**config.mk**
```make
export PLATFORM = sky130hd
export DESIGN_NAME = scbd_top
export DESIGN_NICKNAME = d
export VERILOG_FILES = /design/src/hdl/scbd_pkg.sv /design/src/hdl/scbd_ccb_mem.sv /design/src/hdl/scbd_decode.sv /design/src/hdl/scbd_top.sv
export VERILOG_INCLUDE_DIRS = /design/src /design/src/hdl
export SDC_FILE = /design/constraint.sdc
export NUM_CORES = 1
export LEC_CHECK = 0
export BUFFER_PORTS_ARGS = -buffer_cell sky130_fd_sc_hd__buf_4
export CAP_MARGIN = 0
export CORE_MARGIN = 4
export CORE_UTILIZATION = 39
export CTS_BUF_LIST = sky130_fd_sc_hd__clkbuf_8
export CTS_CLUSTER_DIAMETER = 50
export DETAILED_ROUTE_END_ITERATION = 16
export PLACE_DENSITY = 0.63
export SYNTH_ARGS = -nofsm -noshare
export SYNTH_HDL_FRONTEND = slang
export SYNTH_SLANG_ARGS = --single-unit
```
**constraint.sdc**
```tcl
create_clock -name core_clk -period 5.67 [get_ports core_clk]
set_input_delay 1.134 -clock core_clk [delete_from_list [all_inputs] [get_ports core_clk]]
set_output_delay 1.134 -clock core_clk [all_outputs]
set_load 0.02 [all_outputs]
```
**src/hdl/scbd_defines.svh**
```systemverilog
// Constants for the command block decoder
`ifndef SCBD_DEFINES_SVH
`define SCBD_DEFINES_SVH
`define SCBD_OP_INIT 8'h00
`define SCBD_OP_TGT 8'h01
`define SCBD_OP_SG 8'h02
`define SCBD_OP_INIT_RES 8'h03
`define SCBD_OP_SG_RES 8'h04
`define SCBD_OP_BDR 8'h81
`define SCBD_ST_OK 8'h00
`define SCBD_ST_NOT_TGT 8'h1a
`define SCBD_ST_BAD_OP 8'h3f
`define SCBD_B_LEN_MSB 5'h04
`define SCBD_B_STATUS 5'h0e
`define SCBD_CAP_OP 3'h1
`define SCBD_CAP_ADDR 3'h2
`define SCBD_CAP_CDBL 3'h3
`define SCBD_CAP_LEN_MSB 3'h5
`define SCBD_CAP_LEN_MID 3'h6
`define SCBD_CAP_LEN_LSB 3'h7
`define SCBD_WLEN_LAST 3'h2
`define SCBD_ID_MSB 7
`define SCBD_ID_LSB 5
`define SCBD_DIR_MSB 4
`define SCBD_DIR_LSB 3
`define SCBD_LUN_MSB 2
`define SCBD_LUN_LSB 0
`define SCBD_DIR_CMD 2'b00
`define SCBD_DIR_IN 2'b01
`define SCBD_DIR_OUT 2'b10
`define SCBD_REG_CTRL 8'h00
`define SCBD_REG_STAT 8'h04
`define SCBD_REG_DEC 8'h08
`define SCBD_REG_LEN 8'h0c
`define SCBD_WIN_BIT 7
`define SCBD_CTRL_START 0
`define SCBD_CTRL_TGT 1
`define SCBD_STAT_DONE 1
`define SCBD_STAT_REJ 2
`endif

```
**src/hdl/scbd_pkg.sv**
```systemverilog
// Types of the command block decoder
`include "scbd_defines.svh"
package scbd_pkg;
  typedef enum logic [2:0] {
    SCBD_K_INIT = 3'b000,
    SCBD_K_TGT = 3'b001,
    SCBD_K_SG = 3'b010,
    SCBD_K_INIT_RES = 3'b011,
    SCBD_K_SG_RES = 3'b100,
    SCBD_K_BDR = 3'b101,
    SCBD_K_BAD = 3'b111
  } scbd_kind_e;

  typedef enum logic [2:0] {
    SCBD_S_IDLE = 3'b000,
    SCBD_S_FETCH = 3'b001,
    SCBD_S_DECIDE = 3'b010,
    SCBD_S_WAIT = 3'b011,
    SCBD_S_WLEN = 3'b100,
    SCBD_S_WSTAT = 3'b101
  } scbd_state_e;

  typedef struct packed {
    scbd_kind_e kind;
    logic [2:0] id;
    logic id_is_init;
    logic [1:0] dir;
    logic len_check;
    logic [2:0] lun;
    logic sg;
    logic resid;
  } scbd_cmd_s;

  typedef struct packed {
    logic we;
    logic [4:0] addr;
    logic [7:0] wdata;
  } scbd_mem_req_s;

  typedef struct packed {
    scbd_state_e st;
    logic [2:0] idx;
    logic [7:0] b0;
    logic [7:0] b1;
    logic [7:0] b2;
    logic [23:0] len;
    logic [7:0] status;
    logic busy;
    logic done;
    logic rej;
    logic tgt_mode;
    logic ph;
    logic ack;
    logic [31:0] rdat;
    logic req;
    scbd_cmd_s cmd;
    logic [23:0] xlen;
  } scbd_regs_s;

  function automatic scbd_kind_e scbd_op_kind(input logic [7:0] op);
    case (op)
      `SCBD_OP_INIT: scbd_op_kind = SCBD_K_INIT;
      `SCBD_OP_TGT: scbd_op_kind = SCBD_K_TGT;
      `SCBD_OP_SG: scbd_op_kind = SCBD_K_SG;
      `SCBD_OP_INIT_RES: scbd_op_kind = SCBD_K_INIT_RES;
      `SCBD_OP_SG_RES: scbd_op_kind = SCBD_K_SG_RES;
      `SCBD_OP_BDR: scbd_op_kind = SCBD_K_BDR;
      default: scbd_op_kind = SCBD_K_BAD;
    endcase
  endfunction : scbd_op_kind
endpackage : scbd_pkg

```
**src/hdl/scbd_ccb_mem.sv**
```systemverilog
// Byte store holding one command control block
`timescale 1ns/1ps
module scbd_ccb_mem
  import scbd_pkg::*;
(
  // Clock and reset
  input wire logic core_clk,
  input wire logic sys_rst,
  // Access port
  input scbd_mem_req_s req,
  output logic [7:0] rdata
);
  logic [7:0] mem_q [32];

  // No reset on the array; software fills it before start
  always_ff @(posedge core_clk)
  begin
    if (req.we)
    begin
      mem_q[req.addr] <= req.wdata;
    end
  end

  always_ff @(posedge core_clk)
  begin
    if (sys_rst)
    begin
      rdata <= 8'h00;
    end
    else
    begin
      rdata <= mem_q[req.addr];
    end
  end
endmodule : scbd_ccb_mem

```
**src/hdl/scbd_decode.sv**
```systemverilog
// Registered decode of opcode and address/control byte
`timescale 1ns/1ps
`include "scbd_defines.svh"
module scbd_decode
  import scbd_pkg::*;
(
  // Clock and reset
  input wire logic core_clk,
  input wire logic sys_rst,
  // Block bytes
  input wire logic [7:0] opcode,
  input wire logic [7:0] addr_byte,
  // Decoded command
  output scbd_cmd_s cmd
);
  scbd_cmd_s cmd_d;

  always_comb
  begin
    cmd_d.kind = scbd_op_kind(opcode);
    cmd_d.id = addr_byte[`SCBD_ID_MSB:`SCBD_ID_LSB];
    cmd_d.id_is_init = (cmd_d.kind == SCBD_K_TGT);
    cmd_d.dir = addr_byte[`SCBD_DIR_MSB:`SCBD_DIR_LSB];
    // Direction table applies to every kind except target blocks
    cmd_d.len_check = (cmd_d.kind != SCBD_K_TGT) &&
      (cmd_d.dir == `SCBD_DIR_IN || cmd_d.dir == `SCBD_DIR_OUT);
    cmd_d.lun = addr_byte[`SCBD_LUN_MSB:`SCBD_LUN_LSB];
    cmd_d.sg = (cmd_d.kind == SCBD_K_SG) || (cmd_d.kind == SCBD_K_SG_RES);
    cmd_d.resid = (cmd_d.kind == SCBD_K_INIT_RES) || (cmd_d.kind == SCBD_K_SG_RES);
  end

  always_ff @(posedge core_clk)
  begin
    if (sys_rst)
    begin
      cmd <= '{kind: SCBD_K_INIT, default: '0};
    end
    else
    begin
      cmd <= cmd_d;
    end
  end
endmodule : scbd_decode

```
**src/hdl/scbd_top.sv**
```systemverilog
// Command control block decoder with Wishbone register slave
`timescale 1ns/1ps
`include "scbd_defines.svh"
module scbd_top
  import scbd_pkg::*;
(
  // Clock and reset
  input wire logic core_clk,
  input wire logic sys_rst,
  // Wishbone slave
  input wire logic wb_cyc,
  input wire logic wb_stb,
  input wire logic wb_we,
  input wire logic [3:0] wb_sel,
  input wire logic [7:0] wb_adr,
  input wire logic [31:0] wb_dat_w,
  output logic [31:0] wb_dat_r,
  output logic wb_ack,
  // SCSI engine request
  output logic scsi_req,
  output scbd_cmd_s scsi_cmd,
  output logic [23:0] scsi_len,
  output logic [7:0] scsi_cdb_len,
  // SCSI engine completion
  input wire logic scsi_done,
  input wire logic [23:0] scsi_resid
);
  scbd_regs_s q;
  scbd_regs_s d;
  scbd_mem_req_s mreq;
  logic [7:0] mdata;
  scbd_cmd_s dec;
  logic bus_go;
  logic win;

  scbd_ccb_mem u_mem (
    .core_clk(core_clk),
    .sys_rst(sys_rst),
    .req(mreq),
    .rdata(mdata)
  );

  scbd_decode u_dec (
    .core_clk(core_clk),
    .sys_rst(sys_rst),
    .opcode(q.b0),
    .addr_byte(q.b1),
    .cmd(dec)
  );

  assign bus_go = wb_cyc && wb_stb && !q.ack;
  assign win = wb_adr[`SCBD_WIN_BIT];

  always_comb
  begin
    d = q;
    d.req = 1'b0;
    d.ack = 1'b0;
    mreq.we = 1'b0;
    mreq.wdata = 8'h00;
    mreq.addr = q.busy ? 5'h00 : wb_adr[6:2];
    // Bus: phase 0 addresses, phase 1 answers; block window waits while busy
    if (bus_go && !q.ph && !(win && q.busy))
    begin
      d.ph = 1'b1;
    end
    if (q.ph)
    begin
      d.ph = 1'b0;
      d.ack = 1'b1;
      d.rdat = 32'h0000_0000;
      if (win)
      begin
        d.rdat = {24'h00_0000, mdata};
        mreq.we = wb_we && wb_sel[0];
        mreq.wdata = wb_dat_w[7:0];
      end
      else
      begin
        case (wb_adr)
          `SCBD_REG_CTRL:
          begin
            d.rdat = {30'h0, q.tgt_mode, 1'b0};
            if (wb_we && wb_sel[0])
            begin
              d.tgt_mode = wb_dat_w[`SCBD_CTRL_TGT];
              // Start while busy is ignored
              if (wb_dat_w[`SCBD_CTRL_START] && !q.busy)
              begin
                d.busy = 1'b1;
                d.st = SCBD_S_FETCH;
                d.idx = 3'h0;
              end
            end
          end
          `SCBD_REG_STAT:
          begin
            d.rdat = {16'h0000, q.status, 5'h00, q.rej, q.done, q.busy};
            if (wb_we && wb_sel[0])
            begin
              if (wb_dat_w[`SCBD_STAT_DONE])
              begin
                d.done = 1'b0;
              end
              if (wb_dat_w[`SCBD_STAT_REJ])
              begin
                d.rej = 1'b0;
              end
            end
          end
          `SCBD_REG_DEC:
            d.rdat = {16'h0000, 1'b0, dec.resid, dec.sg, dec.len_check, 1'b0, dec.kind, q.b1};
          `SCBD_REG_LEN:
            d.rdat = {8'h00, q.len};
          default:
            d.rdat = 32'h0000_0000;
        endcase
      end
    end
    // Sequencer; its flag sets come after the clears so a set wins
    unique case (q.st)
      SCBD_S_IDLE:
      begin
      end
      SCBD_S_FETCH:
      begin
        mreq.addr = {2'b00, q.idx};
        d.idx = q.idx + 3'h1;
        unique case (q.idx)
          `SCBD_CAP_OP: d.b0 = mdata;
          `SCBD_CAP_ADDR: d.b1 = mdata;
          `SCBD_CAP_LEN_MSB: d.len[23:16] = mdata;
          `SCBD_CAP_LEN_MID: d.len[15:8] = mdata;
          `SCBD_CAP_LEN_LSB:
          begin
            d.len[7:0] = mdata;
            d.st = SCBD_S_DECIDE;
          end
          default:
          begin
          end
        endcase
        if (q.idx == `SCBD_CAP_CDBL)
        begin
          if (dec.kind == SCBD_K_BDR)
          begin
            d.len = 24'h00_0000;
            d.b2 = 8'h00;
            d.st = SCBD_S_DECIDE;
          end
          else
          begin
            d.b2 = mdata;
          end
        end
      end
      SCBD_S_DECIDE:
      begin
        if (dec.kind == SCBD_K_BAD)
        begin
          d.status = `SCBD_ST_BAD_OP;
          d.rej = 1'b1;
          d.st = SCBD_S_WSTAT;
        end
        else if (dec.kind == SCBD_K_TGT && !q.tgt_mode)
        begin
          d.status = `SCBD_ST_NOT_TGT;
          d.rej = 1'b1;
          d.st = SCBD_S_WSTAT;
        end
        else
        begin
          // Kinds 00/02/03/04/81, and 01 in target mode, hand the decoded block to the engine
          d.req = 1'b1;
          d.cmd = dec;
          d.xlen = q.len;
          d.st = SCBD_S_WAIT;
        end
      end
      SCBD_S_WAIT:
      begin
        if (scsi_done)
        begin
          d.status = `SCBD_ST_OK;
          d.idx = 3'h0;
          if (q.cmd.resid)
          begin
            d.len = scsi_resid;
            d.st = SCBD_S_WLEN;
          end
          else
          begin
            d.st = SCBD_S_WSTAT;
          end
        end
      end
      SCBD_S_WLEN:
      begin
        mreq.we = 1'b1;
        mreq.addr = `SCBD_B_LEN_MSB + {2'b00, q.idx};
        unique case (q.idx)
          3'h0: mreq.wdata = q.len[23:16];
          3'h1: mreq.wdata = q.len[15:8];
          default: mreq.wdata = q.len[7:0];
        endcase
        d.idx = q.idx + 3'h1;
        if (q.idx == `SCBD_WLEN_LAST)
        begin
          d.st = SCBD_S_WSTAT;
        end
      end
      SCBD_S_WSTAT:
      begin
        mreq.we = 1'b1;
        mreq.addr = `SCBD_B_STATUS;
        mreq.wdata = q.status;
        d.busy = 1'b0;
        d.done = 1'b1;
        d.st = SCBD_S_IDLE;
      end
      default:
      begin
        d.st = SCBD_S_IDLE;
        d.busy = 1'b0;
      end
    endcase
  end

  always_ff @(posedge core_clk)
  begin
    if (sys_rst)
    begin
      q <= '{st: SCBD_S_IDLE, cmd: '{kind: SCBD_K_INIT, default: '0}, default: '0};
    end
    else
    begin
      q <= d;
    end
  end

  assign wb_ack = q.ack;
  assign wb_dat_r = q.rdat;
  assign scsi_req = q.req;
  assign scsi_cmd = q.cmd;
  assign scsi_len = q.xlen;
  assign scsi_cdb_len = q.b2;
endmodule : scbd_top

```
==> results of run 1 <==
-- layout by cell type, fill, tap and decap left out, types with 3 or more instances in the layout --
master / instances
a22o_1: 11
o21ai_0: 20
clkinvlp_4: 4
a31oi_1: 22
nand3_1: 23
o21ai_1: 3
ha_1: 6
a221o_1: 6
o22ai_1: 6
dfxtp_1: 149
a41oi_2: 4
a211oi_1: 4
a21oi_1: 147
clkbuf_8: 78
a41oi_1: 4
nand2b_1: 5
a311oi_1: 16
clkinv_1: 11
buf_4: 133
mux2_2: 7
and2_1: 8
nor2b_1: 22
mux2i_1: 23
nor3b_2: 3
and3_1: 6
a32oi_1: 51
edfxtp_1: 256
nand2_1: 358
nand4_1: 5
o211ai_1: 17
nor3_1: 4
nand3b_1: 5
nor4_1: 4
inv_1: 27
conb_1: 8
a22oi_1: 46
nor2_1: 95
-- synth_stat cells (8+ instances only) --
cell type and instances:
a21oi_1 147, a22o_1 11, a22oi_1 46, a311oi_1 16
a31oi_1 22, a32oi_1 51, and2_1 8, buf_2 31
buf_4 81, clkbuf_1 57, dfxtp_1 149, edfxtp_1 256
mux2i_1 23, nand2_1 358, nand3_1 23, nor2_1 95
nor2b_1 22, o211ai_1 17, o21ai_0 20
-- how the worst max path moves through the flow --
stage,start,to,cells past startpoint
finish,q[139]$_SDFF_PP0_,u_mem.mem_q[30][3]$_DFFE_PP_,4
global route,q[137]$_SDFF_PP0_,u_mem.mem_q[27][1]$_DFFE_PP_,4
CTS,q[139]$_SDFF_PP0_,u_mem.mem_q[15][2]$_DFFE_PP_,4
detailed placement,wb_adr[3],u_mem.mem_q[19][5]$_DFFE_PP_,5
global placement,wb_adr[3],u_mem.mem_q[19][5]$_DFFE_PP_,5
floorplan,wb_adr[2],u_mem.mem_q[11][0]$_DFFE_PP_,8
-- report_power, final --
part / switching [uW] / total [uW] / internal (uW)
Combinational: 172 / 258 / 85.6
Clock: 1180 / 2540 / 1360
Sequential: 28.0 / 3140 / 3120
Total: 1380 / 5940 / 4560
-- sequential cells by signal, summed over array words and instances, names as in the netlist --
signal / flops
u_mem.mem_q: 256
wb_ack: 1
u_dec.cmd: 15
wb_dat_r: 24
q: 53
scsi_req: 1
scsi_cdb_len: 8
u_mem.rdata: 8
scsi_cmd: 15
scsi_len: 24
-- per-stage QoR --
| step | setup WS (ns) | utilization | instances |
|---|---|---|---|
| 6_report | 2.21 | 0.444 | 2229 |
| 5_1_grt | 1.99 | 0.444 | 2229 |
| 4_1_cts | 2.17 | 0.444 | 2229 |
| 3_5_place_dp | 1.57 | 0.413 | 2107 |
| 3_3_place_gp | 1.65 | 0.413 | 2107 |
| 2_1_floorplan | 2.51 | - | 1568 |
-- final cells by class --
cell class                      count  area, sq um  area share
Inverter                            6         22.5     0.00117
Tap cell                          585          732      0.0381
Clock buffer                       78         1070      0.0559
Multi-Input combinational cell    977         5410       0.282
Timing Repair Buffer              134         1020      0.0531
Clock inverter                     44          265      0.0138
Sequential cell                   405        10700       0.556
-- layer usage --
layer / routed length (um) / share of wire / vias to the layer above
li1: - / - / 5674
met1: 18800 / 0.42 / 5874
met2: 20600 / 0.46 / 487
met3: 3380 / 0.076 / 108
met4: 1780 / 0.040 / 0
met5: 0 / 0 / -
-- logic make-up after synthesis --
group | synth area share
mux | 0.0194
simple gates | 0.141
buf+inv | 0.0634
flops | 0.623
fa+ha+maj | 0.00438
compound gates | 0.147
xor+xnor | 0.00197
other cells | 0.000219
-- worst register-to-register path, stage by stage, from the launching register on --
cell     delay, ns
dfxtp_1       0.73
xnor2_2       0.26
o32a_4        0.79
nand2_1       0.52
nor2_1        0.78
==> flow_summary.ini, run 1 <==
[job]
drv_cap = 0

[sta]
setup_violations = 0
rsz0062_at_grt = false
worst_hold_slack_ns = 0.417
worst_slew_pin_slew_ns = 1.31
finClkSkew_ns = 0.0313
finalCriticalPeriod_ns = 3.46
fmax_ghz = 0.289
slew-limit-headroom = 0.123
fin_setup_tns_ns = 0
post-route-period-util = 0.610
hold_viol = 0
slew_viol_final = 0

[power_and_ir_drop]
leakage_uw = 0.00657
finalPower_uw = 5940
vdd_drop_max_mv = 0.180
power.density_mw_per_mm2 = 310

[clocking]
ctsResizeCount = 0
clock-sinks = 405
cts_made_buffers = 70
clkSlewWorstSetupHoldPaths_ns = 0.06
clk_latency_ns = 0.64
cts_buffer_depth = 3
htree_levels = 3
root_buffer = clkbuf_8
cts_hold_buf = 0
cts_setup_buffers = 0
cts_tree = done

[logic_synthesis]
yosysUniqueCellTypes = 68
syn_area_sq_mm = 0.0171
synthFlopType = edfxtp_1
synth_area_leader_cell = edfxtp_1
yosysSeqAreaShare = 0.623
synth-async-reset-ratio = 0
synth.area.top_cells = edfxtp_1 (45%), dfxtp_1 (17%), nand2_1 (7.8%)
synth-edff-count = 256
syn_avg_cell_area_sq_um = 11.0
synth_cells = 1561
yosysWarningCount = 0
synth_top_area_frac = 0.449
synth_seq_cells = 405

[critical_path]
path_class = reg2reg
crit_family = simple AND/OR/NAND/NOR gates
cp_max_fo = 77
critPathArrivalTime_ns = 3.72
end_kind = flop
rr_startpoint = q[139]$_SDFF_PP0_
worst-path-buf-inv = 0
regToRegSetupSlack_ns = 2.21
max_stage_delay_ns = 0.79
cp_data_required_time_ns = 5.93
r2r-end = u_mem.mem_q[30][3]$_DFFE_PP_
slowest_stage = o32a_4
crit_chain = xnor2_2, o32a_4, nand2_1, nor2_1
worstRegToRegCells = 4
critPathLaunchType = flop

[routing]
vias = 12143
vias_per_cell = 5.45
drt_iter0_markers = 1027
remaining_drc_errors = 0
ant_nets = 0
wirelength_um = 44600
drt_pass1_iterations = 5
wl_per_cell_um = 20.0

[die]
die-width_um = 218
initial_utilization = 0.396
coreArea_sq_mm = 0.0433
fp.dieH_um = 218
rows = 76
ios = 155
die_area_sq_mm = 0.0473

[final_layout]
diodes = 0
final_cell_area_sq_mm = 0.0192
drive_above_1_share = 0.155
syn_to_final_growth_pct = 12.1
nFillCells = 4082
fin_nets = 1674

[place]
port_buffers = 119
place_congestion = 0.882
post-dp-hpwl_um = 28200
placedInstanceArea_sq_mm = 0.0179

[grt]
grt_util_met3 = 0.0428
antenna_found_initial = 0
use_met1 = 0.244
met2_usage = 0.284
overflow = 0
grt_usage = 0.183
grt_pass1_wl_um = 67100
grt_max_degree = 109
grt_pass1_vias = 11473
grt.busiest_layer = met2

[min_path]
holdCritPathClass = reg2reg
hold_depth = 1
worst_hold_path.endpoint = q[73]$_SDFF_PP0_
worstHoldStart = wb_ack$_SDFF_PP0_

[outcome]
status = finished clean
(Power assumes the default switching activity.)
==> run 2, diff against run 1 <==
==> constraint.sdc (replaced) <==
create_clock -name core_clk -period 3.3 [get_ports core_clk]
set_input_delay 0.66 -clock core_clk [delete_from_list [all_inputs] [get_ports core_clk]]
set_output_delay 0.66 -clock core_clk [all_outputs]
set_load 0.02 [all_outputs]
==> run 2 against run 1 <==
  * Die area unchanged
  * Setup slack got worse by 1.9 ns
  * Sequential power increased by 72%
  * Combinational power increased by 82%
  * Via count increased by 1.5%
  * Clock skew increased by 0.0083 ns
  * Power increased by 72%
  * Sequential share of layout area decreased by 1.4 points
  * Wire length increased by 0.91%
  * Sequential cell count unchanged
  * Final area increased by 2.6%
  * Fmax increased by 17%
  * Critical path type unchanged
  * Critical endpoint is now u_mem.rdata[3]$_SDFF_PP0_
  * Largest power group unchanged
  * Highest routed layer is now met5
==> flow_summary.ini, run 2 (same netlist as run 1, synthesis figures left out) <==
[final_layout]
drive_above_1_share = 0.184
largest_reg_flops = 256
layout_commonest_cell = nand2_1
mostFrequentLayoutCells = nand2_1 (358), edfxtp_1 (256), buf_4 (188)
finalNonFillerCells = 2287
largest_register = u_mem.mem_q
syn_to_final_growth_pct = 15.0
diodes = 0
fin_nets = 1734
reg_top3 = u_mem.mem_q x256, q x53

[power_and_ir_drop]
p_sw_uw = 2390
internal_power_uw = 7850
power.density_mw_per_mm2 = 520
pwr-share-comb = 0.046
swShare = 0.234
clock_power_share = 0.427
vdd_drop_max_mv = 0.332
sequentialPowerShare = 0.527
leakage_uw = 0.00688

[sta]
setup_violations = 0
fin_setup_tns_ns = 0
fmax_ghz = 0.337
setup_ws_ns = 0.334
post-route-period-util = 0.899
slew_viol_final = 0
finClkSkew_ns = 0.0396
rsz0062_at_grt = false
slew-limit-headroom = 0.232
worst_slew_pin_slew_ns = 1.15
finalCriticalPeriod_ns = 2.97
hold_viol = 0

[critical_path]
regToRegSetupSlack_ns = 0.33
cp_data_required_time_ns = 3.77
crit_family = simple AND/OR/NAND/NOR gates
critPathLaunchType = flop
critPathArrivalTime_ns = 3.43
worst-path-buf-inv = 0
end_kind = flop
slowest_stage = dfxtp_1
path_class = reg2reg
crit_chain = o21ba_4, or3b_1, nand2b_1, nor2_2, a22oi_1, a41oi_1
cp_max_fo = 18
max_stage_delay_ns = 0.69

[outcome]
status = finished clean

[grt]
overflow = 0
antenna_found_initial = 2
grt_max_degree = 109
grt_pass1_wl_um = 68700
grt_usage = 0.186
grt_pass1_vias = 11749

[die]
ios = 155
die-width_um = 218
rows = 76
coreArea_sq_mm = 0.0433
initial_utilization = 0.396
fp.dieH_um = 218
die_area_sq_mm = 0.0473

[clocking]
clock-sinks = 405
cts_setup_buffers = 0
clkSlewWorstSetupHoldPaths_ns = 0.06
cts_hold_buf = 0
ctsResizeCount = 0
cts_buffer_depth = 3
cts_made_buffers = 70
cts_tree = done
root_buffer = clkbuf_8
htree_levels = 3
clk_latency_ns = 0.62

[routing]
wl_per_cell_um = 19.7
drt_pass1_iterations = 5
ant_nets = 0
vias = 12322
wirelength_um = 45000
remaining_drc_errors = 0
drt_iter0_markers = 1143
vias_per_cell = 5.39

[job]
drv_cap = 0

[min_path]
holdCritPathClass = in2reg

[place]
dp_cells = 2167
post-dp-hpwl_um = 29400
port_buffers = 119
place_congestion = 0.904
post-place-ws_ns = 0.421
[run 2: worst paths after layout]
kind / startpoint / end / cells past startpoint
worst max-delay path: q[138]$_SDFF_PP0_ / u_mem.rdata[3]$_SDFF_PP0_ / 6
worst min-delay path: wb_stb / q[73]$_SDFF_PP0_ / 3
worst max register to register: q[138]$_SDFF_PP0_ / u_mem.rdata[3]$_SDFF_PP0_ / 6
worst min register to register: wb_ack$_SDFF_PP0_ / q[73]$_SDFF_PP0_ / 1
[run 2: per-stage QoR]
step	util	instance area, sq um	total power [uW]	hold slack (ns)
finish	0.455	19700	10200	0.273
global route	0.455	19700	10600	0.268
CTS	0.455	19700	10400	0.235
detailed placement	0.424	18400	5970	0.426
global placement	0.424	18400	5960	0.419
floorplan	-	17200	5780	0.417
[run 2: metal layers]
layer	global-route usage	up-vias	share of wire
met5	0	-	0.00029
met4	0.0695	2	0.028
met3	0.0372	87	0.069
met2	0.295	474	0.47
met1	0.253	5977	0.43
li1	-	5782	-
[run 2: cell type report]
class / count / area (sq um)
Clock buffer: 71 / 977
Clock inverter: 49 / 342
Inverter: 6 / 22.5
Tap cell: 585 / 732
Sequential cell: 405 / 10700
Multi-Input combinational cell: 977 / 5410
Timing Repair Buffer: 194 / 1530
Fill cell: 3989 / 23600
[run 2: power by group through the flow]
stage / clock, uW / combinational, uW / sequential, uW
after floorplan: 0 / 304 / 5470
after global placement: 0 / 460 / 5500
after detailed placement: 0 / 465 / 5500
after CTS: 4490 / 466 / 5400
after global routing: 4730 / 511 / 5400
final: 4380 / 469 / 5400
[run 2: worst min-delay path: stages]
cell,delay [ns]
buf_4,0.11
nand2_1,0.05
nor3_1,0.04
